`config.mk`:
```
export PLATFORM = sky130hd
export DESIGN_NAME = rgs_top
export DESIGN_NICKNAME = d
export VERILOG_FILES = /design/src/common/rgs_pkg.sv /design/src/common/rgs_trans_if.sv /design/src/hw/rgs_trans_cnt.sv /design/src/hw/rgs_peak_hold.sv /design/src/hw/rgs_top.sv
export SDC_FILE = /design/constraint.sdc
export NUM_CORES = 1
export LEC_CHECK = 0
export ABC_AREA = 1
export CAP_MARGIN = 20
export CORE_MARGIN = 2
export CORE_UTILIZATION = 55
export CTS_CLUSTER_DIAMETER = 30
export DETAILED_ROUTE_END_ITERATION = 6
export DONT_BUFFER_PORTS = 1
export GPL_ROUTABILITY_DRIVEN = 0
export PLACE_DENSITY_LB_ADDON = 0.1
export SYNTH_ARGS = -nofsm -noshare
export SYNTH_HDL_FRONTEND = slang
export SYNTH_SLANG_ARGS = --single-unit
```
`constraint.sdc`:
```
create_clock -name SYS_CLK -period 1.55 [get_ports SYS_CLK]
set_input_delay 0.155 -clock SYS_CLK [delete_from_list [all_inputs] [get_ports SYS_CLK]]
set_output_delay 0.155 -clock SYS_CLK [all_outputs]
set_load 0.05 [all_outputs]
```
`src/common/rgs_pkg.sv`:
```
// Constants, register map and types for the receiver gain, squelch and strength block
package rgs_pkg;
  // Gain step ladder
  localparam int STEP_W = 4;
  localparam logic [3:0] STEP_MAX = 4'ha;
  localparam logic [3:0] WIN_STEPS = 4'h4;
  localparam logic [2:0] WIN_MAX = 3'h4;
  localparam logic [2:0] PEER_G23_RED = 3'h2;
  localparam logic [3:0] AGC_PRESET_CODE = 4'h4;
  localparam logic [3:0] AGC_RESET_CODE = 4'h0;
  localparam logic [3:0] SQ_TRANS_LIMIT = 4'h2;
  localparam logic [3:0] AGC_PULSE_LIMIT = 4'h8;
  localparam logic [3:0] STR_MAX = 4'hd;
  // Timing
  localparam int CLK_PERIOD_NS = 20;
  localparam int SQ_WIN_NS = 50000;
  localparam int SQ_DELAY_NS = 18880;
  localparam int SQ_WIN_CYC = (SQ_WIN_NS + CLK_PERIOD_NS - 1) / CLK_PERIOD_NS;
  localparam int SQ_DELAY_CYC = (SQ_DELAY_NS + CLK_PERIOD_NS - 1) / CLK_PERIOD_NS;
  // Register byte offsets
  localparam logic [7:0] OFS_RX_CFG2 = 8'h00;
  localparam logic [7:0] OFS_RX_CFG3 = 8'h04;
  localparam logic [7:0] OFS_RX_CFG4 = 8'h08;
  localparam logic [7:0] OFS_MODE = 8'h0c;
  localparam logic [7:0] OFS_CMD = 8'h10;
  localparam logic [7:0] OFS_GAIN_STATE = 8'h14;
  localparam logic [7:0] OFS_STRENGTH = 8'h18;
  // Field positions
  localparam int CFG2_AGC_EN = 0;
  localparam int CFG2_AGC_M = 1;
  localparam int CFG2_AGC_ALG = 2;
  localparam int CFG2_SQM_DYN = 3;
  localparam int CFG3_CLIP_EN = 0;
  localparam int CFG3_GAIN_CUT = 1;
  localparam int CMD_GAIN_RELOAD = 0;
  localparam int CMD_SQUELCH = 1;
  localparam int CMD_STR_CLEAR = 2;
  localparam int CMD_ANALOG_PRESET = 3;
  localparam int GST_LIVE_LSB = 4;
  localparam int GST_SQ_BUSY = 8;
  localparam int STR_B_LSB = 4;
  // Reset values
  localparam logic [3:0] CFG2_RST = 4'h5;
  localparam logic [1:0] CFG3_RST = 2'h0;
  localparam logic [3:0] CFG4_RST = 4'h0;
  // Squelch sequencer states, Gray along idle, delay, run
  typedef enum logic [1:0] {
    SQ_IDLE = 2'b00,
    SQ_DELAY = 2'b01,
    SQ_RUN = 2'b11
  } rgs_sq_state_t;
endpackage : rgs_pkg

```
`src/common/rgs_trans_if.sv`:
```
// Carrier between the top and a comparator transition counter
`timescale 1ns/1ps
interface rgs_trans_if;
  logic clr;
  logic din;
  logic [3:0] cnt;
  modport cnt_side (input clr, input din, output cnt);
  modport user (output clr, output din, input cnt);
endinterface : rgs_trans_if

```
`src/hw/rgs_trans_cnt.sv`:
```
// Saturating counter of transitions on a synchronised comparator output
`timescale 1ns/1ps
module rgs_trans_cnt #(
  parameter int W = 4
) (
  // Clock and reset
  input wire logic clk,
  input wire logic rst_n,
  // Counter carrier
  rgs_trans_if.cnt_side p
);
  logic prev_r;
  logic [W-1:0] cnt_r;
  logic [W-1:0] cnt_nxt;
  wire edge_seen = p.din ^ prev_r;
  wire cnt_full = &cnt_r;

  // Next count: clear wins, otherwise count edges and stop at all ones
  assign cnt_nxt = p.clr ? '0 : ((edge_seen && !cnt_full) ? cnt_r + 1'b1 : cnt_r);
  assign p.cnt = cnt_r;

  // Edge history and count
  always_ff @(posedge clk)
  begin
    if (!rst_n)
    begin
      prev_r <= 1'b0;
      cnt_r <= '0;
    end
    else
    begin
      prev_r <= p.din;
      cnt_r <= cnt_nxt;
    end
  end
endmodule : rgs_trans_cnt

```
`src/hw/rgs_peak_hold.sv`:
```
// Peak-hold strength meter for one demodulation channel
`timescale 1ns/1ps
module rgs_peak_hold #(
  parameter int W = 4,
  parameter logic [3:0] MAX = rgs_pkg::STR_MAX
) (
  // Clock and reset
  input wire logic clk,
  input wire logic rst_n,
  // Control
  input wire logic clr,
  input wire logic en,
  // Level in, held peak out
  input wire logic [W-1:0] lvl,
  output logic [W-1:0] peak
);
  logic [W-1:0] peak_r;
  wire [W-1:0] lvl_sat = (lvl > W'(MAX)) ? W'(MAX) : lvl;

  assign peak = peak_r;

  // Clear wins and zeros it; otherwise only rises while enabled, frozen when not
  always_ff @(posedge clk)
  begin
    if (!rst_n || clr)
      peak_r <= '0;
    else if (en && (lvl_sat > peak_r))
      peak_r <= lvl_sat;
  end
endmodule : rgs_peak_hold

```
`src/hw/rgs_top.sv`:
```
// Receiver gain-reduction control: squelch, automatic gain loop, strength meter
// Operation
// - Eleven steps: four widen digitizer window, six more cut stage gain.
// - Squelch starts from the configured initial step; the gain loop starts from its start code.
// - Gain state register shows the effective step in use.
// - Squelch raises one step per 50 us window with over two transitions.
// - Gain reload command clears squelch-accumulated reduction.
// - Gain reload resets loop, squelch, meter and loads the initial step.
// - Dynamic squelch starts 18.88 us after transmit end, stops at mask expiry.
// - Squelch command is taken only while the receive window is low.
// - Gain loop starts on receive window rise, stops on its fall and holds its step.
// - Receive window fall stores the current step for software.
// - Gain loop raises reduction while the wide comparator toggles.
// - Duration bit: whole window or first eight subcarrier pulses.
// - Start bit: gain loop begins at code 4h or code 0h.
// - Reset: gain loop on, whole window, preset start code.
// - Meter runs while receive window high, frozen while low.
// - Meter holds peak from zero, restarts when the loop raises reduction.
// - Strength is four bits per channel, largest code Dh.
// - Strength clear command zeros and restarts the meter.
// - Peer gain cut forces stage cut 6 dB and widest window.
// - Analog preset in peer mode sets clipping and peer gain cut.
//
// Decided for this implementation: the register offsets and the AHB-Lite register port.
`timescale 1ns/1ps
module rgs_top #(
  parameter int SQ_WIN_CYC = rgs_pkg::SQ_WIN_CYC,
  parameter int SQ_DELAY_CYC = rgs_pkg::SQ_DELAY_CYC
) (
  // Clock and reset
  input wire logic SYS_CLK,
  input wire logic RST_N,
  // AHB-Lite slave
  input wire logic HSEL,
  input wire logic [31:0] HADDR,
  input wire logic [1:0] HTRANS,
  input wire logic HWRITE,
  input wire logic [2:0] HSIZE,
  input wire logic [31:0] HWDATA,
  input wire logic HREADY,
  output logic [31:0] HRDATA,
  output logic HREADYOUT,
  output logic HRESP,
  // Comparator pins
  input wire logic DIG_CMP,
  input wire logic AGC_CMP,
  // Receive framing events
  input wire logic RX_ON,
  input wire logic TX_END,
  input wire logic MASK_RX_DONE,
  input wire logic SUBC_PULSE,
  // Channel strength levels
  input wire logic [3:0] STR_LVL_A,
  input wire logic [3:0] STR_LVL_B,
  // Analog gain controls
  output logic [2:0] DIG_WIN,
  output logic [2:0] GAIN23_RED,
  output logic CLIP_EN
);
  localparam int TW = 16;

  // Comparator synchronisers
  logic dig_s1_r, dig_s2_r, agc_s1_r, agc_s2_r;
  always_ff @(posedge SYS_CLK)
  begin
    dig_s1_r <= DIG_CMP;
    dig_s2_r <= dig_s1_r;
    agc_s1_r <= AGC_CMP;
    agc_s2_r <= agc_s1_r;
  end

  // Bus state
  logic wr_pend_r, rd_pend_r;
  logic [7:0] addr_r;
  logic [31:0] hrdata_r;
  logic [3:0] cfg2_r;
  logic [1:0] cfg3_r;
  logic [3:0] cfg4_r;
  logic peer_mode_r;
  logic [3:0] gain_state_r;
  logic [3:0] eff_step_r;
  logic [3:0] str_a, str_b;
  rgs_pkg::rgs_sq_state_t sq_state_r;

  // Address phase decode and register selects
  wire ahb_go = HSEL && HTRANS[1] && HREADY;
  wire sel_cfg2 = addr_r == rgs_pkg::OFS_RX_CFG2;
  wire sel_cfg3 = addr_r == rgs_pkg::OFS_RX_CFG3;
  wire sel_cfg4 = addr_r == rgs_pkg::OFS_RX_CFG4;
  wire sel_mode = addr_r == rgs_pkg::OFS_MODE;
  wire sel_cmd = addr_r == rgs_pkg::OFS_CMD;
  wire sel_gst = addr_r == rgs_pkg::OFS_GAIN_STATE;
  wire sel_str = addr_r == rgs_pkg::OFS_STRENGTH;
  wire cmd_wr = wr_pend_r && sel_cmd;
  wire cmd_reload = cmd_wr && HWDATA[rgs_pkg::CMD_GAIN_RELOAD];
  wire cmd_squelch = cmd_wr && HWDATA[rgs_pkg::CMD_SQUELCH];
  wire cmd_str_clr = cmd_wr && HWDATA[rgs_pkg::CMD_STR_CLEAR];
  wire cmd_preset = cmd_wr && HWDATA[rgs_pkg::CMD_ANALOG_PRESET];

  // Read mux; unmapped addresses read zero
  wire sq_busy = sq_state_r != rgs_pkg::SQ_IDLE;
  wire [31:0] gst_word = {23'h0, sq_busy, eff_step_r, gain_state_r};
  wire [31:0] rd_mux =
    sel_cfg2 ? {28'h0, cfg2_r} :
    sel_cfg3 ? {30'h0, cfg3_r} :
    sel_cfg4 ? {28'h0, cfg4_r} :
    sel_mode ? {31'h0, peer_mode_r} :
    sel_gst ? gst_word :
    sel_str ? {24'h0, str_b, str_a} : 32'h0;

  assign HRDATA = hrdata_r;
  assign HREADYOUT = !rd_pend_r;
  assign HRESP = 1'b0;

  // Bus phases: writes zero-wait, reads take one wait state
  always_ff @(posedge SYS_CLK)
  begin
    if (!RST_N)
    begin
      wr_pend_r <= 1'b0;
      rd_pend_r <= 1'b0;
      addr_r <= 8'h00;
      hrdata_r <= 32'h0;
    end
    else
    begin
      wr_pend_r <= ahb_go && HWRITE;
      rd_pend_r <= ahb_go && !HWRITE;
      if (ahb_go)
        addr_r <= HADDR[7:0];
      if (rd_pend_r)
        hrdata_r <= rd_mux;
    end
  end

  // Configuration registers
  always_ff @(posedge SYS_CLK)
  begin
    if (!RST_N)
    begin
      cfg2_r <= rgs_pkg::CFG2_RST;
      cfg3_r <= rgs_pkg::CFG3_RST;
      cfg4_r <= rgs_pkg::CFG4_RST;
      peer_mode_r <= 1'b0;
    end
    else
    begin
      if (wr_pend_r && sel_cfg2)
        cfg2_r <= HWDATA[3:0];
      if (cmd_preset && peer_mode_r)
        cfg3_r <= 2'h3;
      else if (wr_pend_r && sel_cfg3)
        cfg3_r <= HWDATA[1:0];
      if (wr_pend_r && sel_cfg4)
        cfg4_r <= (HWDATA[3:0] > rgs_pkg::STEP_MAX) ? rgs_pkg::STEP_MAX : HWDATA[3:0];
      if (wr_pend_r && sel_mode)
        peer_mode_r <= HWDATA[0];
    end
  end

  wire agc_en = cfg2_r[rgs_pkg::CFG2_AGC_EN];
  wire agc_m = cfg2_r[rgs_pkg::CFG2_AGC_M];
  wire agc_alg = cfg2_r[rgs_pkg::CFG2_AGC_ALG];
  wire sqm_dyn = cfg2_r[rgs_pkg::CFG2_SQM_DYN];
  wire gain_cut = cfg3_r[rgs_pkg::CFG3_GAIN_CUT];

  // Transition counters on both comparators
  rgs_trans_if dig_if ();
  rgs_trans_if agc_if ();
  rgs_trans_cnt #(.W(4)) u_dig_cnt (.clk(SYS_CLK), .rst_n(RST_N), .p(dig_if));
  rgs_trans_cnt #(.W(4)) u_agc_cnt (.clk(SYS_CLK), .rst_n(RST_N), .p(agc_if));

  // Receive window edges
  logic rx_d_r;
  wire rx_rise = RX_ON && !rx_d_r;
  wire rx_fall = !RX_ON && rx_d_r;

  // Squelch sequencer
  logic [TW-1:0] sq_cnt_r;
  logic [3:0] sq_step_r;
  logic sq_dyn_r;
  rgs_pkg::rgs_sq_state_t sq_state_nxt;
  wire sq_cmd_ok = cmd_squelch && !RX_ON;
  wire sq_dyn_go = TX_END && sqm_dyn;
  wire sq_delay_end = sq_cnt_r == TW'(SQ_DELAY_CYC - 1);
  wire sq_win_end = (sq_state_r == rgs_pkg::SQ_RUN) && (sq_cnt_r == TW'(SQ_WIN_CYC - 1));
  wire sq_noisy = dig_if.cnt > rgs_pkg::SQ_TRANS_LIMIT;
  wire sq_at_max = sq_step_r >= rgs_pkg::STEP_MAX;
  wire sq_raise = sq_win_end && sq_noisy && !sq_at_max;
  wire sq_mask_stop = MASK_RX_DONE && sq_dyn_r;

  // Window restart: counting only inside a running window
  assign dig_if.din = dig_s2_r;
  assign dig_if.clr = (sq_state_r != rgs_pkg::SQ_RUN) || sq_win_end;

  // Squelch next state
  always_comb
  begin
    sq_state_nxt = sq_state_r;
    case (sq_state_r)
      rgs_pkg::SQ_IDLE:
      begin
        if (sq_cmd_ok)
          sq_state_nxt = rgs_pkg::SQ_RUN;
        else if (sq_dyn_go)
          sq_state_nxt = rgs_pkg::SQ_DELAY;
      end
      rgs_pkg::SQ_DELAY:
      begin
        if (sq_mask_stop)
          sq_state_nxt = rgs_pkg::SQ_IDLE;
        else if (sq_delay_end)
          sq_state_nxt = rgs_pkg::SQ_RUN;
      end
      rgs_pkg::SQ_RUN:
      begin
        if (sq_mask_stop || (sq_win_end && !sq_raise))
          sq_state_nxt = rgs_pkg::SQ_IDLE;
      end
      default: sq_state_nxt = rgs_pkg::SQ_IDLE;
    endcase
    if (cmd_reload)
      sq_state_nxt = rgs_pkg::SQ_IDLE;
  end

  // Squelch registers
  always_ff @(posedge SYS_CLK)
  begin
    if (!RST_N)
    begin
      sq_state_r <= rgs_pkg::SQ_IDLE;
      sq_cnt_r <= '0;
      sq_step_r <= rgs_pkg::CFG4_RST;
      sq_dyn_r <= 1'b0;
    end
    else
    begin
      sq_state_r <= sq_state_nxt;
      if (sq_state_nxt != sq_state_r || sq_win_end)
        sq_cnt_r <= '0;
      else
        sq_cnt_r <= sq_cnt_r + 1'b1;
      if (sq_state_r == rgs_pkg::SQ_IDLE)
        sq_dyn_r <= sq_dyn_go && !sq_cmd_ok;
      if (cmd_reload)
        sq_step_r <= cfg4_r;
      else if (sq_raise)
        sq_step_r <= sq_step_r + 1'b1;
    end
  end

  // Gain loop
  logic [3:0] agc_step_r;
  logic [3:0] pulse_cnt_r;
  wire agc_in_time = !agc_m || (pulse_cnt_r < rgs_pkg::AGC_PULSE_LIMIT);
  wire agc_active = RX_ON && agc_en && !rx_rise && agc_in_time;
  wire agc_raise = agc_active && (agc_if.cnt != 4'h0)
    && (agc_step_r < rgs_pkg::STEP_MAX);
  wire [3:0] agc_start = agc_alg ? rgs_pkg::AGC_PRESET_CODE : rgs_pkg::AGC_RESET_CODE;

  assign agc_if.din = agc_s2_r;
  assign agc_if.clr = !agc_active || agc_raise;

  // Gain loop registers; the step holds outside the window until a reload, and the squelch step applies there
  always_ff @(posedge SYS_CLK)
  begin
    if (!RST_N)
    begin
      rx_d_r <= 1'b0;
      agc_step_r <= rgs_pkg::CFG4_RST;
      pulse_cnt_r <= 4'h0;
    end
    else
    begin
      rx_d_r <= RX_ON;
      if (rx_rise)
        pulse_cnt_r <= 4'h0;
      else if (SUBC_PULSE && pulse_cnt_r < rgs_pkg::AGC_PULSE_LIMIT)
        pulse_cnt_r <= pulse_cnt_r + 1'b1;
      if (cmd_reload)
        agc_step_r <= cfg4_r;
      else if (rx_rise)
        agc_step_r <= agc_start;
      else if (agc_raise)
        agc_step_r <= agc_step_r + 1'b1;
    end
  end

  // Effective step and its analog decode
  wire agc_owns = RX_ON && agc_en && !rx_rise;
  wire [3:0] eff_nxt = agc_owns ? agc_step_r : sq_step_r;
  wire in_win_part = eff_step_r <= rgs_pkg::WIN_STEPS;
  wire [2:0] win_dec = in_win_part ? eff_step_r[2:0] : rgs_pkg::WIN_MAX;
  wire [3:0] g23_diff = eff_step_r - rgs_pkg::WIN_STEPS;
  wire [2:0] g23_dec = in_win_part ? 3'h0 : g23_diff[2:0];

  // Output and gain state registers
  always_ff @(posedge SYS_CLK)
  begin
    if (!RST_N)
    begin
      eff_step_r <= rgs_pkg::CFG4_RST;
      gain_state_r <= rgs_pkg::CFG4_RST;
      DIG_WIN <= 3'h0;
      GAIN23_RED <= 3'h0;
      CLIP_EN <= 1'b0;
    end
    else
    begin
      eff_step_r <= eff_nxt;
      if (rx_fall)
        gain_state_r <= eff_step_r;
      DIG_WIN <= gain_cut ? rgs_pkg::WIN_MAX : win_dec;
      GAIN23_RED <= gain_cut ? rgs_pkg::PEER_G23_RED : g23_dec;
      CLIP_EN <= cfg3_r[rgs_pkg::CFG3_CLIP_EN];
    end
  end

  // Strength meters for both channels
  wire str_clr = cmd_str_clr || cmd_reload || agc_raise || rx_rise;
  wire str_en = RX_ON && !rx_rise;
  rgs_peak_hold #(.W(4), .MAX(rgs_pkg::STR_MAX)) u_str_a (
    .clk(SYS_CLK), .rst_n(RST_N), .clr(str_clr), .en(str_en), .lvl(STR_LVL_A), .peak(str_a)
  );
  rgs_peak_hold #(.W(4), .MAX(rgs_pkg::STR_MAX)) u_str_b (
    .clk(SYS_CLK), .rst_n(RST_N), .clr(str_clr), .en(str_en), .lvl(STR_LVL_B), .peak(str_b)
  );
endmodule : rgs_top

```
==> flow_metrics.py <==
metrics = {
    "outcome": {
        "status": "complete, but fails checks",
        "violations": "setup timing",
    },
    "job": {
        "maxCapViolCount": 0,
    },
    "timing": {
        "hold_viol": 0,
        "finalClockSkew_ns": 0.006385,
        "rsz0062_at_grt": "yes",
        "worst_pin_slew_ns": 0.5782,
        "period_minus_slack_ns": 1.727,
        "drv_slew": 0,
        "finalCritPeriodShare": 1.114,
        "fmax_ghz": 0.5790,
        "fin_tns_setup_ns": -3.056,
        "layout_setup_ws_ns": -0.1773,
        "relSlewSlack": 0.6134,
        "setup_viol": 30,
    },
    "synth": {
        "syn_avg_cell_area_um2": 7.571,
        "yosys.area.top_type": "dfxtp_1",
        "syn_inst": 647,
        "synth_area_leaders": "dfxtp_1, nand2_1, inv_1",
        "yosys.cell_types.count": 39,
        "synth_common_cells": "dfxtp_1, nand2_1, inv_1",
        "yosys_warnings": 0,
        "yosysMostFrequentCell": "dfxtp_1",
        "synth-edff-count": 0,
        "syn_area_mm2": 0.004898,
        "ys_seq_elements": 99,
        "yosys.area.top_type_share": 0.4046,
        "yosysSeqAreaShare": 0.4046,
        "synth-async-reset-ratio": 0,
        "synth_ff_type": "dfxtp_1",
    },
    "power": {
        "p_leak_nw": 2.596,
        "ir_worst_vdd_v": 0.0004407,
        "p_comb_frac": 0.132,
        "power_density_mw_per_mm2": 802.9,
        "p_clk_frac": 0.348,
        "total_power_w": 0.005121,
        "intPower_w": 0.003758,
        "switching_share": 0.2661,
        "switching_power_w": 0.001363,
        "p_seq_frac": 0.519,
    },
    "floorplanning": {
        "design.die.area_mm2": 0.009678,
        "io_pins": 129,
        "start_util": 0.5644,
        "core_area_mm2": 0.008678,
        "die_w_um": 98.38,
        "die_h_um": 98.38,
        "row_count": 34,
    },
    "finish": {
        "drive_gt1_frac": 0.2763,
        "nNetsFinal": 843,
        "synthToLayoutAreaGrowth_pct": 30.22,
        "multi_input_area_mm2": 0.002877,
        "nFillCells": 687,
        "antenna_cells": 0,
        "seq_area_mm2": 0.001994,
    },
    "route": {
        "first_pass_iters": 5,
        "wl_mm": 12.40,
        "drc": 0,
        "wl_per_cell_um": 14.59,
        "antenna_left": 0,
        "drt_iter0_markers": 212,
        "dr_total_vias": 4507,
        "viasPerCell": 5.302,
    },
    "worst_setup_path": {
        "required_ns": 1.85,
        "cp.arrival_ns": 2.03,
        "cp-end-kind": "flip-flop",
        "path_class": "flip-flop to flip-flop",
        "start_kind": "flip-flop",
        "crit_fanout": 6,
        "r2r_setup_slack_ns": -0.18,
    },
    "global_routing": {
        "grt_overflow_total": 0,
        "antenna_found_initial": 0,
        "grt_pass1_vias": 4250,
        "grt_pass1_wl_mm": 19.41,
        "grt_max_degree": 37,
        "track_usage": 0.2448,
    },
    "clocking": {
        "numCtsBuffers": 9,
        "cts_tree": "built",
        "clk_latency_ns": 0.37,
        "clk_pin_slew_ns": 0.09,
        "cts-root-buf": "clkbuf_8",
        "cts_max_level": 3,
        "clockBufferDepth": 2,
        "clock_sinks": 99,
    },
    "placed_design": {
        "hpwl_mm": 7.975,
        "numPortBuffers": 0,
    },
    "hold_path": {
        "hold_path_class": "input pin to flip-flop",
    },
}
==> per-layer routing <==
metal,wire length [µm],global-route usage,share of wire
met1,5460,0.3158,0.44
met2,6152,0.4139,0.50
met5,0,0,0
met3,642,0.06156,0.052
met4,144,0.05796,0.012
==> timing repair <==
| item | CTS | global route |
|---|---|---|
| hold endpoints to repair | 48 | 0 |
| endpoints found under the setup margin | 32 | 52 |
| cloned | 2 | 0 |
| resized for setup | 35 | 90 |
| pin swaps | 17 | 39 |
| setup buffers | 3 | 12 |
| hold buffers | 18 | 0 |
==> registers in the layout, indices dropped and copies added (netlist names), 2 cells and up <==
register / flops
u_agc_cnt.p.cnt: 4
eff_step_r: 4
sq_state_r: 2
u_str_a.peak: 4
HRDATA: 9
pulse_cnt_r: 4
GAIN23_RED: 3
DIG_WIN: 3
cfg3_r: 2
cfg4_r: 4
gain_state_r: 4
sq_cnt_r: 16
agc_step_r: 4
cfg2_r: 4
sq_step_r: 4
addr_r: 8
u_str_b.peak: 4
u_dig_cnt.p.cnt: 4
==> critical path: stages, from the launching register on <==
cell	delay (ns)
dfxtp_1	0.50
nand2_1	0.13
a21oi_1	0.29
nand2_4	0.11
nand3_4	0.11
nand2_4	0.07
nand2_4	0.09
nand3_4	0.10
buf_12	0.16
nor3_4	0.10
==> power groups by stage <==
stage               combinational, W  clock (W)  sequential [W]
floorplan                   0.000444          0         0.00271
global placement            0.000478          0         0.00271
detailed placement          0.000492          0         0.00271
CTS                         0.000581    0.00183         0.00265
global route                0.000732    0.00192         0.00267
finish                      0.000676    0.00178         0.00266
==> cells in the final DEF (no fill, tap or decap), types with 5 or more instances in the layout <==
master         instances
nand4_1                5
o21ai_1                6
clkbuf_8              13
nand3_1               30
xnor2_1                5
nor3_2                16
nor2_2                12
nor2_4                 6
a211oi_2               9
nor3_4                 6
a21oi_2                5
nor2_1                34
inv_2                 10
ha_1                  13
nand3_4               10
xor2_1                15
conb_1                24
buf_4                 69
nand2_1               90
o21ai_0               39
a21oi_1               53
dfxtp_2               10
dfxtp_1               89
inv_1                 88
dlygate4sd3_1         17
o211ai_1               5
nand2_8                5
nand2_4                5
==> area by class of cell <==
type,instances,area share
multi-input cells,435,0.4510
flip-flops and latches,99,0.3127
repair buffers,92,0.1212
inverters,101,0.06061
clock buffers,14,0.02864
well taps,108,0.02118
clock inverters,1,0.004708
==> stage by stage <==
step           cell area, µm²  instances  setup slack (ns)    util  hold WS [ns]
6_report                 6379        850           -0.1773  0.7350       0.01890
4_1_cts                  5961        838           -0.1613  0.6869      0.003966
3_3_place_gp             5325        800           -0.1505  0.6136        0.1828
5_1_grt                  6379        850           -0.2727  0.7350       0.02041
3_5_place_dp             5325        800           -0.2318  0.6136        0.1828
2_1_floorplan            4999        670         0.0003672       -        0.1827
==> final timing paths <==
check	from	cells after the start	end
min reg2reg	agc_s1_r	0	agc_if.din
min	HADDR[3]	2	addr_r[3]
max reg2reg	sq_state_r[1]	9	sq_cnt_r[2]
max	sq_state_r[1]	9	sq_cnt_r[2]
==> cells by family after synthesis <==
| logic type | synth area share |
|---|---|
| simple gates | 0.2365 |
| buf+inv | 0.1272 |
| compound gates | 0.1517 |
| flops | 0.4046 |
| xor+xnor | 0.03576 |
| fa+ha+maj | 0.04342 |
| other cells | 0.0007655 |
Power figures use the tool's default switching activity.
